### src/pkg/sspt_pkg.sv
// Constants and types of the single-shot pulse timer.
// Assumes a 32-bit AXI4-Lite register port and one 100 MHz clock.
package sspt_pkg;

  localparam int unsigned CNT_W   = 16;
  localparam int unsigned ADDR_W  = 5;

  // Register byte offsets
  localparam logic [4:0] OFF_CTRL   = 5'h00;
  localparam logic [4:0] OFF_CTRL2  = 5'h04;
  localparam logic [4:0] OFF_EVCFG  = 5'h08;
  localparam logic [4:0] OFF_COUNT  = 5'h0c;
  localparam logic [4:0] OFF_CMP    = 5'h10;
  localparam logic [4:0] OFF_PRESC  = 5'h14;
  localparam logic [4:0] OFF_STATUS = 5'h18;

  // Field positions
  localparam int unsigned CTRL_EN_BIT    = 0;
  localparam int unsigned CTRL2_EDGE_SELECT_A_BIT = 0;
  localparam int unsigned EVCFG_EDGE_BIT = 0;
  localparam int unsigned STATUS_RUN_BIT = 0;

  // Reset values and counter top
  localparam logic [15:0] CNT_RST   = 16'h0000;
  localparam logic [15:0] CMP_RST   = 16'h0000;
  localparam logic [15:0] PRESC_RST = 16'h0000;
  localparam logic [15:0] CNT_TOP   = 16'hffff;

  // Synchronous detector latency, event to output high
  localparam int unsigned SYNC_DELAY_CYC = 2;

  // AXI responses
  localparam logic [1:0] RESP_OKAY   = 2'b00;
  localparam logic [1:0] RESP_SLVERR = 2'b10;

  typedef enum logic [2:0] {
    ST_IDLE = 3'b001,
    ST_RUN  = 3'b010,
    ST_HOLD = 3'b100
  } sspt_state_e;

  typedef struct packed {
    logic        enable;
    logic        edgeSelectA;
    logic        anyEdge;
    logic [15:0] compareValue;
    logic [15:0] prescDiv;
  } sspt_cfg_s;

endpackage

### src/hw/sspt_edge_detect.sv
// Trigger edge qualification for the single-shot pulse timer.
// Assumes the event input is synchronous to sys_clk.
`timescale 1ns/10ps
module sspt_edge_detect (
  input  wire logic sys_clk,
  input  wire logic rst_n,
  input  wire logic eventIn,
  input  wire logic anyEdge,
  input  wire logic edgeSelectA,
  output logic      trigger
);

  logic prevQ;
  logic trigQ;
  logic riseNow;
  logic fallNow;
  logic edgeNow;

  assign riseNow = eventIn & ~prevQ;
  assign fallNow = ~eventIn & prevQ;
  assign edgeNow = riseNow | (anyEdge & fallNow);

  // Edge_select_a path acts in the event's own cycle; sync path adds one stage
  assign trigger = edgeSelectA ? edgeNow : trigQ;

  always_ff @(posedge sys_clk) begin
    if (!rst_n) begin
      prevQ <= 1'b0;
      trigQ <= 1'b0;
    end else begin
      prevQ <= eventIn;
      trigQ <= edgeNow;
    end
  end

endmodule

### src/hw/sspt_timer.sv
// Single-shot pulse timer with AXI4-Lite register access.
// Assumes one clock, synchronous active-low reset, synchronous event input.
`timescale 1ns/10ps

module sspt_timer #(
  parameter int unsigned CW = sspt_pkg::CNT_W
) (
  input  wire logic        sys_clk,
  input  wire logic        rst_n,
  input  wire logic [4:0]  awaddr,
  input  wire logic        awvalid,
  output logic             awready,
  input  wire logic [31:0] wdata,
  input  wire logic [3:0]  wstrb,
  input  wire logic        wvalid,
  output logic             wready,
  output logic [1:0]       bresp,
  output logic             bvalid,
  input  wire logic        bready,
  input  wire logic [4:0]  araddr,
  input  wire logic        arvalid,
  output logic             arready,
  output logic [31:0]      rdata,
  output logic [1:0]       rresp,
  output logic             rvalid,
  input  wire logic        rready,
  input  wire logic        eventIn,
  output logic             waveOut,
  output logic             running
);

  sspt_pkg::sspt_cfg_s   cfg_q;
  sspt_pkg::sspt_cfg_s   cfg_d;
  sspt_pkg::sspt_state_e state_q;
  sspt_pkg::sspt_state_e state_d;

  logic [CW-1:0] count_q;
  logic [CW-1:0] count_d;
  logic [15:0]   prescCnt_q;
  logic [15:0]   prescCnt_d;
  logic          enablePrev_q;
  logic          waveOut_q;

  // Write and read channel holding registers
  logic          awHeld_q;
  logic [4:0]    awAddr_q;
  logic          wHeld_q;
  logic [31:0]   wData_q;
  logic [3:0]    wStrb_q;
  logic          bvalid_q;
  logic [1:0]    bresp_q;
  logic          rvalid_q;
  logic [31:0]   rdata_q;
  logic [1:0]    rresp_q;

  // ---------------- Bus decode ----------------
  wire doWrite = awHeld_q & wHeld_q & ~bvalid_q;
  wire wrCtrl  = doWrite & (awAddr_q == sspt_pkg::OFF_CTRL);
  wire wrCtrl2 = doWrite & (awAddr_q == sspt_pkg::OFF_CTRL2);
  wire wrEvcfg = doWrite & (awAddr_q == sspt_pkg::OFF_EVCFG);
  wire wrCount = doWrite & (awAddr_q == sspt_pkg::OFF_COUNT);
  wire wrCmp   = doWrite & (awAddr_q == sspt_pkg::OFF_CMP);
  wire wrPresc = doWrite & (awAddr_q == sspt_pkg::OFF_PRESC);
  wire wrStat  = doWrite & (awAddr_q == sspt_pkg::OFF_STATUS);
  wire wrHit   = wrCtrl | wrCtrl2 | wrEvcfg | wrCount | wrCmp |
                 wrPresc | wrStat;

  wire doRead  = arvalid & ~rvalid_q;
  wire rdCtrl  = araddr == sspt_pkg::OFF_CTRL;
  wire rdCtrl2 = araddr == sspt_pkg::OFF_CTRL2;
  wire rdEvcfg = araddr == sspt_pkg::OFF_EVCFG;
  wire rdCount = araddr == sspt_pkg::OFF_COUNT;
  wire rdCmp   = araddr == sspt_pkg::OFF_CMP;
  wire rdPresc = araddr == sspt_pkg::OFF_PRESC;
  wire rdStat  = araddr == sspt_pkg::OFF_STATUS;
  wire rdHit   = rdCtrl | rdCtrl2 | rdEvcfg | rdCount | rdCmp |
                 rdPresc | rdStat;

  // Byte-lane merge of a 16-bit field
  function automatic logic [15:0] merge16(
    input logic [15:0] old,
    input logic [31:0] data,
    input logic [3:0]  strb
  );
    logic [15:0] res;
    res = old;
    if (strb[0]) begin
      res[7:0] = data[7:0];
    end
    if (strb[1]) begin
      res[15:8] = data[15:8];
    end
    return res;
  endfunction

  wire [15:0] cmpNew   = merge16(cfg_q.compareValue, wData_q, wStrb_q);
  wire [15:0] prescNew = merge16(cfg_q.prescDiv, wData_q, wStrb_q);
  wire [15:0] countNew = merge16(count_q, wData_q, wStrb_q);

  wire [31:0] rdMux =
      rdCtrl  ? {31'h0, cfg_q.enable}      :
      rdCtrl2 ? {31'h0, cfg_q.edgeSelectA} :
      rdEvcfg ? {31'h0, cfg_q.anyEdge}     :
      rdCount ? {16'h0, count_q}           :
      rdCmp   ? {16'h0, cfg_q.compareValue}:
      rdPresc ? {16'h0, cfg_q.prescDiv}    :
      rdStat  ? {31'h0, running}           :
                32'h0;

  // ---------------- Configuration ----------------
  always_comb begin
    cfg_d = cfg_q;
    if (wrCtrl && wStrb_q[0]) begin
      cfg_d.enable = wData_q[sspt_pkg::CTRL_EN_BIT];
    end
    if (wrCtrl2 && wStrb_q[0]) begin
      cfg_d.edgeSelectA = wData_q[sspt_pkg::CTRL2_EDGE_SELECT_A_BIT];
    end
    if (wrEvcfg && wStrb_q[0]) begin
      cfg_d.anyEdge = wData_q[sspt_pkg::EVCFG_EDGE_BIT];
    end
    if (wrCmp) begin
      cfg_d.compareValue = cmpNew;
    end
    if (wrPresc) begin
      cfg_d.prescDiv = prescNew;
    end
  end

  // ---------------- Trigger qualification ----------------
  logic trigger;

  sspt_edge_detect u_edge (
    .sys_clk     (sys_clk),
    .rst_n       (rst_n),
    .eventIn     (eventIn),
    .anyEdge     (cfg_q.anyEdge),
    .edgeSelectA (cfg_q.edgeSelectA),
    .trigger     (trigger)
  );

  // Enable-time start, also covering the any-edge case at enable
  wire enableRise  = cfg_q.enable & ~enablePrev_q;
  wire notAtTop    = count_q != sspt_pkg::CNT_TOP;
  wire enableStart = enableRise & notAtTop;

  // Prescaled tick; divide value N gives one tick every N+1 clocks
  wire prescTick = prescCnt_q == cfg_q.prescDiv;
  wire cmpMatch  = count_q == cfg_q.compareValue;

  wire startReq  = cfg_q.enable & (trigger | enableStart);

  // ---------------- Pulse state machine ----------------
  always_comb begin
    state_d    = state_q;
    count_d    = count_q;
    prescCnt_d = prescTick ? 16'h0000 : prescCnt_q + 16'h0001;
    case (state_q)
      sspt_pkg::ST_IDLE: begin
        if (startReq) begin
          state_d    = sspt_pkg::ST_RUN;
          count_d    = '0;
          prescCnt_d = 16'h0000;
        end
      end
      sspt_pkg::ST_RUN: begin
        if (cmpMatch) begin
          // Prescaler restarts so the low time is a full period
          state_d    = sspt_pkg::ST_HOLD;
          prescCnt_d = 16'h0000;
        end else if (prescTick) begin
          count_d = count_q + CW'(1);
        end
      end
      sspt_pkg::ST_HOLD: begin
        // Triggers seen here fall through unused
        if (prescTick) begin
          state_d = sspt_pkg::ST_IDLE;
        end
      end
      default: begin
        state_d = sspt_pkg::ST_IDLE;
      end
    endcase
    if (!cfg_q.enable) begin
      state_d = sspt_pkg::ST_IDLE;
    end
    // Software write has priority over counting
    if (wrCount) begin
      count_d = countNew;
    end
  end

  always_ff @(posedge sys_clk) begin
    if (!rst_n) begin
      cfg_q        <= '{enable: 1'b0, edgeSelectA: 1'b0, anyEdge: 1'b0,
                        compareValue: sspt_pkg::CMP_RST,
                        prescDiv: sspt_pkg::PRESC_RST};
      state_q      <= sspt_pkg::ST_IDLE;
      count_q      <= sspt_pkg::CNT_RST;
      prescCnt_q   <= 16'h0000;
      enablePrev_q <= 1'b0;
      waveOut_q    <= 1'b0;
    end else begin
      cfg_q        <= cfg_d;
      state_q      <= state_d;
      count_q      <= count_d;
      prescCnt_q   <= prescCnt_d;
      enablePrev_q <= cfg_q.enable;
      waveOut_q    <= state_d == sspt_pkg::ST_RUN;
    end
  end

  assign waveOut = waveOut_q;
  assign running = state_q == sspt_pkg::ST_RUN;

  // ---------------- AXI4-Lite write ----------------
  always_ff @(posedge sys_clk) begin
    if (!rst_n) begin
      awHeld_q <= 1'b0;
      awAddr_q <= 5'h00;
      wHeld_q  <= 1'b0;
      wData_q  <= 32'h0;
      wStrb_q  <= 4'h0;
      bvalid_q <= 1'b0;
      bresp_q  <= sspt_pkg::RESP_OKAY;
    end else begin
      if (awvalid && awready) begin
        awHeld_q <= 1'b1;
        awAddr_q <= {awaddr[4:2], 2'b00};
      end
      if (wvalid && wready) begin
        wHeld_q <= 1'b1;
        wData_q <= wdata;
        wStrb_q <= wstrb;
      end
      if (doWrite) begin
        awHeld_q <= 1'b0;
        wHeld_q  <= 1'b0;
        bvalid_q <= 1'b1;
        bresp_q  <= wrHit ? sspt_pkg::RESP_OKAY : sspt_pkg::RESP_SLVERR;
      end else if (bvalid_q && bready) begin
        bvalid_q <= 1'b0;
      end
    end
  end

  assign awready = ~awHeld_q & ~bvalid_q;
  assign wready  = ~wHeld_q & ~bvalid_q;
  assign bvalid  = bvalid_q;
  assign bresp   = bresp_q;

  // ---------------- AXI4-Lite read ----------------
  always_ff @(posedge sys_clk) begin
    if (!rst_n) begin
      rvalid_q <= 1'b0;
      rdata_q  <= 32'h0;
      rresp_q  <= sspt_pkg::RESP_OKAY;
    end else if (doRead) begin
      rvalid_q <= 1'b1;
      rdata_q  <= rdMux;
      rresp_q  <= rdHit ? sspt_pkg::RESP_OKAY : sspt_pkg::RESP_SLVERR;
    end else if (rvalid_q && rready) begin
      rvalid_q <= 1'b0;
    end
  end

  assign arready = ~rvalid_q;
  assign rvalid  = rvalid_q;
  assign rdata   = rdata_q;
  assign rresp   = rresp_q;

endmodule

### config.mk
export PLATFORM = sky130hd
export DESIGN_NAME = sspt_timer
export DESIGN_NICKNAME = d
export VERILOG_FILES = /design/src/pkg/sspt_pkg.sv /design/src/hw/sspt_edge_detect.sv /design/src/hw/sspt_timer.sv
export SDC_FILE = /design/constraint.sdc
export NUM_CORES = 1
export LEC_CHECK = 0
export ABC_AREA = 1
export BUFFER_PORTS_ARGS = -buffer_cell sky130_fd_sc_hd__buf_2
export CAP_MARGIN = 20
export CORE_AREA = 2 2 102 104
export CTS_BUF_LIST = sky130_fd_sc_hd__clkbuf_4 sky130_fd_sc_hd__clkbuf_8 sky130_fd_sc_hd__clkbuf_16
export CTS_CLUSTER_DIAMETER = 30
export DETAILED_ROUTE_END_ITERATION = 8
export DIE_AREA = 0 0 104 106
export GPL_TIMING_DRIVEN = 0
export PLACE_DENSITY_LB_ADDON = 0.3
export SLEW_MARGIN = 25
export SYNTH_ARGS = -nofsm -noshare
export SYNTH_HDL_FRONTEND = slang
export SYNTH_SLANG_ARGS = --single-unit
export TNS_END_PERCENT = 50
### constraint.sdc
create_clock -name sys_clk -period 3.8 [get_ports sys_clk]
set_input_delay 0.38 -clock sys_clk [delete_from_list [all_inputs] [get_ports sys_clk]]
set_output_delay 0.38 -clock sys_clk [all_outputs]
set_load 0.05 [all_outputs]
* Yosys cells after proc, flatten, opt, wreduce, memory -nomap -nowiden
Index checks and enable logic that the tools add are counted.
Operators by class: equal/unequal tests 24, mux-type cells 30, reductions and logical operators 19, add/sub/neg operators 2, bitwise logic cells 40
Operator list (count):
- $mux 16 | 13
- $pmux 16 s2 | 2
- $add 16x1->16 const B | 2
- $eq 16x16->1 | 2
- $and 1x1->1 | 18
- $mux 8 | 2
- $ne 16x16->1 const B | 1
- $eq 5x5->1 const B | 3
- $or 1x1->1 | 14
- $eq 3x2->1 const B | 4
- $eq 3x3->1 const B | 4
- $mux 3 | 4
- $eq 5x4->1 const B | 2
- $logic_not 5->1 | 2
- $reduce_and 5->1 | 2
- $pmux 3 s3 | 1
- $not 1->1 | 8
- $reduce_and 2->1 | 4
- $logic_and 1x1->1 | 7
- $eq 3x1->1 const B | 2
- $mux 1 | 6
- $ne 3x3->1 const B | 2
- $eq 5x3->1 const B | 1
- $mux 2 | 2
- 5 further kinds | 7
Storage, ports and cells: output and inout port bits 43, flip-flop bits (word level) 135, word-level logic and storage cells 140, input bits 54

* Longest topological paths before layout
Gate-level depths: netlist of the first run.
depth in word-level cells 11, depth in mapped cells 15, gate-level depth less buffers 14

* Cells and area by module
A second synthesis of the first run with hierarchy kept.
Second synthesis, totals: cells, all modules 915, area total of the unflattened synthesis 6070.8 sq um
Modules (own cells, without submodules):
- sspt_timer | sequential area each 2302.2 sq um, times used 1, area each 5973.2 sq um, cells each 900
- sspt_edge_detect | sequential area each 40.0 sq um, times used 1, area each 97.6 sq um, cells each 15

* Worst setup path after synthesis of the first run
No wires, ideal clock.
path kind register to register, start reg bvalid_q, in the netlist bvalid, end reg wData_q[14], setup slack 1665 ps, setup time 116 ps, arrival time 2019 ps, period minus slack after synthesis 2135 ps, required time 3684 ps, cell stages (with the launch flop) 6, buffers on the path 1, cell sequence dfxtp_1 > nor2_1 > nand2_1 > clkbuf_1 > o21ai_0 > nor2_1
Between the ends: word-level cells in the longest chain between the ends 3
Ends and longest elaborated chain:
- start: declaration | line sspt_timer.sv:50 | logic bvalid_q;
- start signal: assignment | line sspt_timer.sv:225 | bvalid_q <= 1'b0;
- start signal: assignment | line sspt_timer.sv:240 | bvalid_q <= 1'b1;
- start signal: assignment | line sspt_timer.sv:243 | bvalid_q <= 1'b0;
- $not 1->1 | line sspt_timer.sv:249 | assign wready = ~wHeld_q & ~bvalid_q;
- $and 1x1->1 | line sspt_timer.sv:249
- net wready | line sspt_timer.sv:16 | output logic wready,
- $logic_and 1x1->1 | line sspt_timer.sv:232 | if (wvalid && wready) begin
- end signal: assignment | line sspt_timer.sv:234 | wData_q <= wdata;
- end: declaration | line sspt_timer.sv:48 | logic [31:0] wData_q;
The timed path passes the listed nets, and every way through them passes these cells. A chain may end at the register's enable or synchronous reset.

* Worst setup path after layout of the first run
start reg count_q[1], end reg prescCnt_q[12]
Between the ends: word-level cells in the longest chain between the ends 6, elaborated cells on any way between the ends 8, classes of those cells eq/ne (2); mux (3); bitwise (3)
Ends and longest elaborated chain:
- start: declaration | line sspt_timer.sv:37 | logic [CW-1:0] count_q;
- start signal: assignment | line sspt_timer.sv:200 | count_q <= sspt_pkg::CNT_RST;
- start signal: assignment | line sspt_timer.sv:207 | count_q <= count_d;
- $ne 16x16->1 | line sspt_timer.sv:144 | wire notAtTop = count_q != sspt_pkg::CNT_TOP;
- $and 1x1->1 | line sspt_timer.sv:145 | wire enableStart = enableRise & notAtTop;
- $or 1x1->1 | line sspt_timer.sv:151 | wire startReq = cfg_q.enable & (trigger | enableStart);
- $and 1x1->1 | line sspt_timer.sv:151
- $mux 16 | line sspt_timer.sv:160 | if (startReq) begin
- $pmux 16 s2 (*) | line sspt_timer.sv:158 | case (state_q)
- end signal: assignment | line sspt_timer.sv:208 | prescCnt_q <= prescCnt_d;
- end: declaration | line sspt_timer.sv:39 | logic [15:0] prescCnt_q;
Mark *: on every way between the ends. The rest lies on a longest branch, timed or not.

==> out/results.ini, run 1 <==
[clock_network]
hold_buffers = 0
cts_resized = 0
cts_made_buffers = 17
h-tree-depth = 4
cts_tree = built
cts_setup_buffers = 0
cts-root-buf = clkbuf_8
cts.sinks = 117
clk-insertion-delay-late_ns = 0.53
clk_pin_slew_ns = 0.06
clockBufferDepth = 2

[grt]
grt_max_degree = 17
grt_usage_pct = 30.3
antenna_found_initial = 0
grt_pass1_wl_um = 26800
grt_pass1_vias = 5677
globalRoute.totalOverflow = 0

[place]
gp_congestion = 0.941
port_buffers = 58
dpl_cell_area_mm2 = 0.00646
place_ws_ns = 1.67
dp_hpwl_um = 11800

[power_and_ir_drop]
p_comb_share_pct = 7.5
power_frac_seq_pct = 41.4
p_clk_share_pct = 51.0
ir_drop_v = 0.000327
p_int_mw = 2.36
p_leak_nw = 3.01
power_density_mw_per_mm2 = 441
p_sw_mw = 0.748
p_sw_share_pct = 24.1

[timing]
post-route-period-util_pct = 57.8
fin_setup_tns_ns = 0
finClkSkew_ns = 0.00573
finalWorstSetupSlack_ns = 1.60
slew_violations = 0
max_clock_freq_mhz = 455
rsz0062_at_grt = false
period_minus_slack_ns = 2.20
relSlewSlack_pct = 54.2
setup_viol = 0
tightestPinTransition_ns = 0.687
finalHoldViolations = 0

[finish]
final_area_mm2 = 0.00705
drive_gt1_share_pct = 14.0
insertedDiodeCount = 0
final_nets = 1053
final_util_pct = 70.5
syn_to_final_growth_pct = 18.7
fill_cells = 883

[critical_path]
cp-end-kind = flop
cp_data_arrival_time_ns = 2.66
critPathKind = flop to flop
start_kind = flop
path_delay_family = simple AND/OR/NAND/NOR gates
cp_slowest_stage_delay_ns = 0.41
crit_fanout = 10
rr_startpoint = count_q[1]$_SDFFE_PN0P_
worstPathCellList = ha_1 -> nand3_2 -> inv_1 -> nand2_1 -> o21ai_1 -> nand3_1 -> nand2_1 -> nand2_1 -> nand3_1 -> nand3_2 -> buf_2 -> nor2_1
worstPathBufferInverterCount = 2
worstSetupStartpoint = count_q[1]$_SDFFE_PN0P_
timing.critical_path.slowest_stage_cell = dfxtp_1
cp.required_ns = 4.26
crit_path_frequent_cell = nand2_1

[logic_synthesis]
synthesis.area_mm2 = 0.00593
yosys.area.top_type = dfxtp_1
yosysWarnings = 0
synth.ff_latch_count = 117
synth_top_area_share_pct = 39.5
ys_top_cells_by_area = dfxtp_1, nand2_1, nor2_1
yosysSeqAreaShare_pct = 39.5
synth_cell_types = 40
avgSynthCellArea_um2 = 6.57
syn_inst = 903

[floorplan]
die_width_um = 104
ioPinCount = 97
num_rows = 37
die_area_mm2 = 0.0110
core_area_mm2 = 0.0100
start_util_pct = 59.3
die_y_um = 106

[flow_run]
drv_cap = 0

[route]
routed_wl_um = 16200
wl_per_cell_um = 14.1
viasPerCell = 5.29
vias = 6060
route.detailed.drc = 0
drtPass1Iterations = 6
drt.antenna.violating_nets = 0
first_iter_violations = 587

[worst_hold_path]
min_from = eventIn
hp-class = input port to flop

[run_status]
status = finished, final reports clean

flip-flops by register name, indices dropped and copies added, names as in the netlist, 2 cells and up:
name and cells:
cfg_q 35, count_q 16, prescCnt_q 16, rdata 16
wData_q 16, awAddr_q 3, state_q 3, wStrb_q 2
layer usage:
metal / share of wire, % / global-route usage, % / up-vias / routed length [µm]
met3: 8.3 / 6.13 / 41 / 1350
met4: 2.9 / 14.2 / 0 / 474
met5: 0 / 0 / - / 0
met2: 46 / 50.0 / 278 / 7470
met1: 42 / 38.3 / 2682 / 6860
li1: - / - / 3059 / -
stage by stage:
step / hold WS [ns] / power (mW) / cells
6_report: 0.0430 / 3.11 / 1146
5_1_grt: 0.0469 / 3.21 / 1146
2_1_floorplan: 0.430 / 1.47 / 920
3_3_place_gp: 0.447 / 1.54 / 1114
3_5_place_dp: 0.452 / 1.54 / 1114
4_1_cts: 0.0358 / 3.11 / 1146
cell usage in the layout (no fill, tap or decap), types with 2 or more instances in the layout:
cell type,instances
nand2_1,207
nand3b_1,2
or2_2,2
dfxtp_1,117
clkbuf_8,2
clkinv_2,5
buf_2,62
nor2_1,142
clkinvlp_4,2
a21oi_1,71
clkbuf_4,4
bufinv_16,3
clkbuf_16,16
inv_2,9
a22oi_1,2
a32oi_1,5
nand4_1,6
nor3_2,2
o21ai_0,81
ha_1,2
nor2_2,5
clkinv_1,2
nand3_1,36
o22ai_1,18
buf_4,18
nor3_1,15
clkbuf_1,19
inv_1,102
conb_1,18
nand2_2,3
xor2_1,11
nor4_1,4
nand3_2,4
final timing paths:
| path | endpoint | slack, ns | depth (start not counted) |
|---|---|---|---|
| max | prescCnt_q[12]$_SDFF_PN0_ | 1.60 | 12 |
| min | u_edge.prevQ$_SDFF_PN0_ | 0.04 | 3 |
| max reg2reg | prescCnt_q[12]$_SDFF_PN0_ | 1.60 | 12 |
| min reg2reg | rdata[5]$_SDFFE_PN0P_ | 0.46 | 2 |
final cells by class:
| cell class | count | area (µm²) | area share [%] |
|---|---|---|---|
| inverters | 113 | 424 | 6.02 |
| plain buffers | 43 | 241 | 3.43 |
| clock buffers | 22 | 458 | 6.50 |
| multi-input cells | 647 | 2990 | 42.4 |
| repair buffers | 58 | 290 | 4.12 |
| clock inverters | 10 | 130 | 1.85 |
| well taps | 136 | 170 | 2.41 |
| flip-flops and latches | 117 | 2340 | 33.2 |
power by group through the flow:
stage,Combinational (mW),Clock [mW],Sequential (mW)
4_1_cts,0.232,1.59,1.29
6_report,0.235,1.59,1.29
5_1_grt,0.257,1.66,1.29
3_5_place_dp,0.232,0,1.31
2_1_floorplan,0.165,0,1.31
3_3_place_gp,0.229,0,1.31
cell usage after synthesis:
| cell | n |
|---|---|
| a21boi_0 | 1 |
| a21oi_1 | 71 |
| a22oi_1 | 2 |
| a31oi_1 | 1 |
| a32oi_1 | 5 |
| buf_1 | 1 |
| buf_2 | 4 |
| buf_4 | 18 |
| buf_6 | 1 |
| clkbuf_1 | 19 |
| clkinv_1 | 2 |
| conb_1 | 1 |
| dfxtp_1 | 117 |
| ha_1 | 2 |
| inv_1 | 102 |
| inv_2 | 9 |
| nand2_1 | 207 |
| nand2_2 | 3 |
| nand3_1 | 36 |
| nand3_2 | 4 |
| nand3_4 | 1 |
| nand3b_1 | 2 |
| nand4_1 | 6 |
| nor2_1 | 142 |
| nor2_2 | 5 |
| nor2_4 | 1 |
| nor3_1 | 15 |
| nor3_2 | 2 |
| nor3_4 | 1 |
| nor4_1 | 4 |
| o2111ai_1 | 1 |
| o211ai_1 | 1 |
| o21a_1 | 1 |
| o21ai_0 | 81 |
| o21ai_1 | 1 |
| o21bai_1 | 1 |
| o221ai_1 | 1 |
| o22ai_1 | 18 |
| or2_2 | 2 |
| xor2_1 | 11 |
cell families (layout without fill, tap and decap cells):
family,count (synthesis),after routing,synth area share (%)
AO/OA/AOI/OAI,185,185,16.7
XOR/XNOR,11,11,1.62
adder cells (fa/ha/maj),2,2,0.422
buffers and inverters,156,246,11.2
flip-flops,117,117,39.5
other,1,18,0.0632
AND/OR/NAND/NOR,431,431,30.5
worst min-delay path, stage by stage:
cell and delay, ns:
buf_2 0.08, nand2_1 0.04, inv_1 0.04
No activity file was read; power rests on OpenSTA's default activity.
==> run 2: changes to the inputs <==
--- a/config.mk
+++ b/config.mk
@@ -8,11 +8,11 @@
 export ABC_AREA = 1
 export BUFFER_PORTS_ARGS = -buffer_cell sky130_fd_sc_hd__buf_2
 export CAP_MARGIN = 20
-export CORE_AREA = 2 2 102 104
+export CORE_AREA = 2 2 106 108
 export CTS_BUF_LIST = sky130_fd_sc_hd__clkbuf_4 sky130_fd_sc_hd__clkbuf_8 sky130_fd_sc_hd__clkbuf_16
 export CTS_CLUSTER_DIAMETER = 30
 export DETAILED_ROUTE_END_ITERATION = 8
-export DIE_AREA = 0 0 104 106
+export DIE_AREA = 0 0 108 110
 export GPL_TIMING_DRIVEN = 0
 export PLACE_DENSITY_LB_ADDON = 0.3
 export SLEW_MARGIN = 25
==> constraint.sdc (replaced) <==
create_clock -name sys_clk -period 2.3 [get_ports sys_clk]
set_input_delay 0.23 -clock sys_clk [delete_from_list [all_inputs] [get_ports sys_clk]]
set_output_delay 0.23 -clock sys_clk [all_outputs]
set_load 0.05 [all_outputs]
==> run 2 against run 1 <==
  * Routed wire length up 4.1%
  * Highest routed layer unchanged
  * Final cell count increased by 1.9%
  * Clock skew rose by 0.00092 ns
  * Clock power grew 58%
  * Die area up 7.8%
  * Design area up 2.7%
  * Total power is 63% higher
==> out/results.ini, run 2 (same netlist as run 1, synthesis figures left out) <==
[clock_network]
cts_tree = built
clk_pin_slew_ns = 0.05  ; about the same
cts-root-buf = clkbuf_8
cts_setup_buffers = 0  ; unchanged
clk-insertion-delay-late_ns = 0.53  ; about the same
clockBufferDepth = 2  ; unchanged
cts.sinks = 117  ; unchanged
cts_made_buffers = 17  ; unchanged
h-tree-depth = 4  ; unchanged

[finish]
final_nets = 1073  ; +1.9%
largest_register_ffs = 35  ; unchanged
largest-register = cfg_q
drive_gt1_share_pct = 13.8  ; -0.15 points
final_common_cell = nand2_1
final_util_pct = 67.6  ; -2.8 points
insertedDiodeCount = 0  ; unchanged
layout_common_cells = nand2_1, nor2_1, dfxtp_1
syn_to_final_growth_pct = 21.9

[grt]
grt_pass1_wl_um = 26800  ; +0.16%
grt_max_degree = 17  ; unchanged
grt_usage_pct = 29.6  ; -0.77 points
globalRoute.totalOverflow = 0  ; unchanged
grt_pass1_vias = 5637  ; -0.70%
antenna_found_initial = 0  ; unchanged

[timing]
slew_violations = 0  ; unchanged
tightestPinTransition_ns = 0.674  ; -0.0133 ns
finClkSkew_ns = 0.00664  ; +0.000918 ns
rsz0062_at_grt = true
setup_viol = 0  ; unchanged
max_clock_freq_mhz = 450  ; -1.2%
holdWs_ns = 0.0362  ; -0.00682 ns
period_minus_slack_ns = 2.22  ; +0.0271 ns
finalWorstSetupSlack_ns = 0.0761  ; -1.53 ns
post-route-period-util_pct = 96.7  ; +39 points
fin_setup_tns_ns = 0  ; unchanged
finalHoldViolations = 0  ; unchanged
relSlewSlack_pct = 55.1  ; +0.89 points

[route]
vias = 6205  ; +2.4%
route.detailed.drc = 0  ; unchanged
wl_per_cell_um = 14.4  ; +2.2%
routed_wl_um = 16800  ; +4.1%
first_iter_violations = 497  ; -15%
drtPass1Iterations = 5  ; -1
viasPerCell = 5.31  ; +0.46%
drt.antenna.violating_nets = 0  ; unchanged

[critical_path]
timing.critical_path.slowest_stage_cell = nor2_1
critPathKind = flop to flop
rr_startpoint = bvalid$_SDFFE_PN0P_
crit_path_frequent_cell = nor2_1
worstPathCellList = inv_1 -> nand3_2 -> nor2_1 -> nand2_1 -> nor2_1 -> clkinv_1 -> o21ai_0 -> a21oi_1
crit_end = cfg_q[19]$_SDFFE_PN0P_
cp_slowest_stage_delay_ns = 0.43  ; +0.02 ns
r2r_cells = 8  ; -4
reg2reg_to = cfg_q[19]$_SDFFE_PN0P_
cp-end-kind = flop
worstSetupStartpoint = bvalid$_SDFFE_PN0P_
start_kind = flop
worst-r2r-setup-slack_ns = 0.08  ; -1.53 ns
crit_fanout = 10  ; unchanged
cp_data_arrival_time_ns = 2.64  ; -0.02 ns
cp.required_ns = 2.72  ; -1.54 ns

[floorplan]
ioPinCount = 97  ; unchanged
die_y_um = 110  ; +3.8%
core_area_mm2 = 0.0107  ; +7.0%
die_width_um = 108  ; +3.8%
die_area_mm2 = 0.0119  ; +7.8%
num_rows = 38  ; +2.7%
start_util_pct = 55.5  ; -3.9 points

[place]
place_ws_ns = 0.136  ; -1.54 ns
port_buffers = 58  ; unchanged
gp_congestion = 0.951  ; +1.1%
dp_hpwl_um = 12000  ; +1.8%

[power_and_ir_drop]
p_leak_nw = 3.09  ; +2.5%
power_density_mw_per_mm2 = 699  ; +58%
total_power_mw = 5.06  ; +63%
ir_drop_v = 0.000418  ; +28%

[worst_hold_path]
hp-class = input port to flop

[flow_run]
drv_cap = 0  ; unchanged

[run_status]
status = finished, final reports clean

## run 2: what timing repair did
item / in CTS / in global routing
resized for setup: 0 / 5
setup endpoints to repair: 0 / 21
hold buffers: 20 / 0
hold endpoints to repair: 20 / 0
## run 2: where the power goes
part           internal (mW)  switching, mW  leakage, nW
combinational          0.131          0.291         1.85
sequential              2.08         0.0522        0.950
clock                   1.61          0.901        0.285
total                   3.81           1.24         3.09
## run 2: area by class of cell
| class | count | area, µm² |
|---|---|---|
| fillers | 974 | 3460 |
| plain buffers | 43 | 244 |
| well taps | 140 | 175 |
| repair buffers | 78 | 490 |
| inverters | 113 | 424 |
| clock buffers | 26 | 513 |
| multi-input cells | 647 | 3000 |
| clock inverters | 4 | 45.0 |
| flip-flops and latches | 117 | 2340 |
## run 2: worst min-delay path by stage
stage                        start                      end  slack [ns]  cells past startpoint
after floorplan            eventIn  u_edge.prevQ$_SDFF_PN0_        0.32                      2
after CTS                 wdata[5]  wData_q[5]$_SDFFE_PN0P_       0.006                      3
after detailed placement   eventIn  u_edge.prevQ$_SDFF_PN0_        0.43                      3
after global placement     eventIn  u_edge.prevQ$_SDFF_PN0_        0.43                      3
after global routing        rready      rvalid$_SDFFE_PN0P_        0.03                      3
final                       rready      rvalid$_SDFFE_PN0P_        0.04                      3
## run 2: worst max-delay path: cells and delay by family (launching register included)
kind                   cells  cell delay [ns]
AND/OR/NAND/NOR            4             1.02
flip-flops                 1             0.34
AO/OA/AOI/OAI              2             0.30
buffers and inverters      2             0.47
## run 2: routing by layer
metal / wire, µm / up-vias / global-route usage, % / part of all wire [%]
met2: 7980 / 284 / 49.8 / 47
met1: 7090 / 2779 / 35.9 / 42
met3: 1300 / 42 / 6.64 / 7.7
met5: 0 / - / 0 / 0
li1: - / 3100 / - / -
met4: 442 / 0 / 14.2 / 2.6
## run 2: through the flow
| stage | area [µm²] | instances |
|---|---|---|
| after floorplan | 6000 | 920 |
| after global placement | 6460 | 1118 |
| after detailed placement | 6460 | 1118 |
| after CTS | 7220 | 1168 |
| after global routing | 7240 | 1168 |
| final | 7240 | 1168 |
==> run 3: changes to the inputs <==
--- a/config.mk
+++ b/config.mk
@@ -5,7 +5,6 @@
 export SDC_FILE = /design/constraint.sdc
 export NUM_CORES = 1
 export LEC_CHECK = 0
-export ABC_AREA = 1
 export BUFFER_PORTS_ARGS = -buffer_cell sky130_fd_sc_hd__buf_2
 export CAP_MARGIN = 20
 export CORE_AREA = 2 2 106 108
@@ -13,6 +12,7 @@
 export CTS_CLUSTER_DIAMETER = 30
 export DETAILED_ROUTE_END_ITERATION = 8
 export DIE_AREA = 0 0 108 110
+export GPL_ROUTABILITY_DRIVEN = 0
 export GPL_TIMING_DRIVEN = 0
 export PLACE_DENSITY_LB_ADDON = 0.3
 export SLEW_MARGIN = 25
==> run 3 against run 2 <==
  * The flow now finishes with violations (setup timing)
  * Synthesized cell count decreased by 21%
  * Critical path depth is 2 lower
  * Global-route usage is 0.52 points higher
  * Clock skew increased by 0.0029 ns
  * Clock power increased by 2%
  * Clock-buffer cell count down 2
  * Synthesized area up 0.36%
  * Flip-flop and latch count did not move
  * Final cell count fell by 15%
==> out/results.ini, run 3 <==
[logic_synthesis]
yosys.area.top_type = dfxtp_1
avgSynthCellArea_um2 = 8.31  ; +26%
yosysSeqAreaShare_pct = 39.3  ; -0.14 points
synth_edf_count = 0  ; unchanged
ys_top_cells_by_area = dfxtp_1, a21oi_1, nand2_1
async_reset_ff_share_pct = 0  ; unchanged
synth_ff_type = dfxtp_1
synth.ff_latch_count = 117  ; unchanged
synthTopCellsByCount = dfxtp_1, nand2_1, a21oi_1
synth_top_area_share_pct = 39.3  ; -0.14 points
synthesis.area_mm2 = 0.00596  ; +0.36%
yosysWarnings = 0  ; unchanged
yosysMostFrequentCell = dfxtp_1
synth_cell_types = 68  ; +70%
syn_inst = 717  ; -21%

[clock_network]
cts_tree = built
cts-root-buf = clkbuf_8
h-tree-depth = 4  ; unchanged
cts.sinks = 117  ; unchanged
clockBufferDepth = 2  ; unchanged
cts_made_buffers = 17  ; unchanged
clk_pin_slew_ns = 0.05  ; about the same
clk-insertion-delay-late_ns = 0.53  ; about the same

[route]
wl_met2_um = 8120  ; +1.8%
vias = 5794  ; -6.6%
drt.antenna.violating_nets = 0  ; unchanged
routed.top_layer = met4
first_iter_violations = 516  ; +3.8%
wl_met1_um = 7230  ; +1.9%
route.detailed.drc = 0  ; unchanged
wl_per_cell_um = 17.8  ; +23%
routed_wl_um = 17600  ; +4.4%
drtPass1Iterations = 6  ; +1
viasPerCell = 5.86  ; +10%
met3_wirelength_um = 1660  ; +28%

[critical_path]
start_kind = flop
crit_fanout = 8  ; -2
cp-end-kind = flop
timing.critical_path.slowest_stage_cell = dfxtp_1
cp_data_arrival_time_ns = 2.73  ; +0.09 ns
worstPathCellList = xor2_1 -> nor4_2 -> nand4_4 -> a31oi_4 -> a221oi_1 -> o221a_1
r2r_cells = 6  ; -2
cp_slowest_stage_delay_ns = 0.46  ; +0.03 ns
critPathKind = flop to flop
cp.required_ns = 2.71  ; about the same

[finish]
fill_cells = 844  ; -13%
largest_register_ffs = 35  ; unchanged
syn_to_final_growth_pct = 24.4
final_nets = 896  ; -16%
drive_gt1_share_pct = 17.7  ; +3.9 points
layout_common_cells = dfxtp_1, nand2_1, a21oi_1
insertedDiodeCount = 0  ; unchanged
final_common_cell = dfxtp_1
fin_cells = 989  ; -15%
largest-register = cfg_q

[run_status]
violations = setup timing
status = finished with violations

[timing]
finalWorstSetupSlack_ns = -0.0126  ; -0.0887 ns
post-route-period-util_pct = 101  ; +3.9 points
holdWs_ns = 0.0498  ; +0.0136 ns
max_clock_freq_mhz = 432  ; -3.8%
period_minus_slack_ns = 2.31  ; +0.0887 ns
rsz0062_at_grt = true
finalHoldViolations = 0  ; unchanged
finClkSkew_ns = 0.00956  ; +0.00292 ns
setup_viol = 2  ; +2
tightestPinTransition_ns = 0.776  ; +0.102 ns
slew_violations = 0  ; unchanged
relSlewSlack_pct = 48.3  ; -6.8 points

[flow_run]
drv_cap = 0  ; unchanged

[worst_hold_path]
holdPathStages = 3  ; unchanged
hp-class = input port to flop

[place]
dp_hpwl_um = 12200  ; +1.8%
dp_cells = 930  ; -17%
port_buffers = 56  ; -3.4%

[floorplan]
core_area_mm2 = 0.0107  ; unchanged
die_area_mm2 = 0.0119  ; unchanged
die_width_um = 108  ; unchanged
die_y_um = 110  ; unchanged
num_rows = 38  ; unchanged
start_util_pct = 55.7  ; +0.20 points
ioPinCount = 97  ; unchanged

[power_and_ir_drop]
power_density_mw_per_mm2 = 687  ; -1.7%
ir_drop_v = 0.000531  ; +27%
p_leak_nw = 3.01  ; -2.4%

[grt]
grt_pass1_vias = 5297  ; -6.0%
globalRoute.totalOverflow = 0  ; unchanged
grt_max_degree = 17  ; unchanged
antenna_found_initial = 0  ; unchanged
grt_usage_pct = 30.1  ; +0.52 points
grt_pass1_wl_um = 27300  ; +1.7%

[run 3: logic make-up after synthesis]
family,share of synthesized area (%)
other,0.0630
and+or+nand+nor,23.8
xor gates and xnor gates,7.21
muxes,5.76
DFF,39.3
AOI/OAI and AO/OA,17.6
buffers and inverters,5.90
adders and majority gates,0.420
[run 3: cell type report]
cell class | count | area [µm²] | area share [%]
Timing Repair Buffer | 88 | 591 | 7.97
Buffer | 58 | 329 | 4.44
Inverter | 5 | 22.5 | 0.304
Clock buffer | 24 | 504 | 6.80
Tap cell | 140 | 175 | 2.36
Clock inverter | 4 | 70.1 | 0.945
Multi-Input combinational cell | 553 | 3370 | 45.5
Sequential cell | 117 | 2340 | 31.6
[run 3: routing by layer]
| metal | track usage [%] | vias to the layer above |
|---|---|---|
| met3 | 7.29 | 61 |
| met2 | 49.4 | 310 |
| li1 | - | 2728 |
| met1 | 38.8 | 2695 |
| met4 | 10.7 | 0 |
| met5 | 0 | - |
[run 3: timing repair]
action,4_1_cts,5_1_grt
cloned,0,1
setup endpoints to repair,27,41
hold buffers,24,0
endpoints found under the hold margin,24,0
resized for setup,5,12
setup buffers,1,6
pin swaps,1,5
[run 3: path summary, 6_finish.rpt]
kind,start,to,slack [ns]
min,araddr[1],rdata[0]$_SDFFE_PN0P_,0.05
min reg2reg,rdata[0]$_SDFFE_PN0P_,rdata[0]$_SDFFE_PN0P_,0.46
max reg2reg,count_q[2]$_SDFFE_PN0P_,count_q[12]$_SDFFE_PN0P_,-0.01
max,count_q[2]$_SDFFE_PN0P_,count_q[12]$_SDFFE_PN0P_,-0.01
[run 3: worst max-delay path: cells and delay by family (launching register included)]
kind	cells	cell delay, ns
compound gates	3	0.85
xor+xnor	1	0.13
flops	1	0.46
simple gates	2	0.75
[run 3: power breakdown]
part | internal, mW | total [mW] | switching, mW
clock | 1.70 | 2.56 | 0.862
sequential | 2.07 | 2.12 | 0.0513
combinational | 0.136 | 0.419 | 0.283
[run 3: metrics by stage]
stage                     total power [mW]  cell area, µm²  TNS [ns]  setup WS [ns]  util, %
after floorplan                       2.41            6020         0          0.172        -
after detailed placement              2.53            6480     -1.24        -0.0889     60.5
after CTS                             5.09            7320         0        0.00780     68.4
after global placement                2.52            6480  -0.00156       -0.00156     60.5
after global routing                  5.21            7410    -0.394        -0.0502     69.3
final                                 5.09            7410   -0.0176        -0.0126     69.3
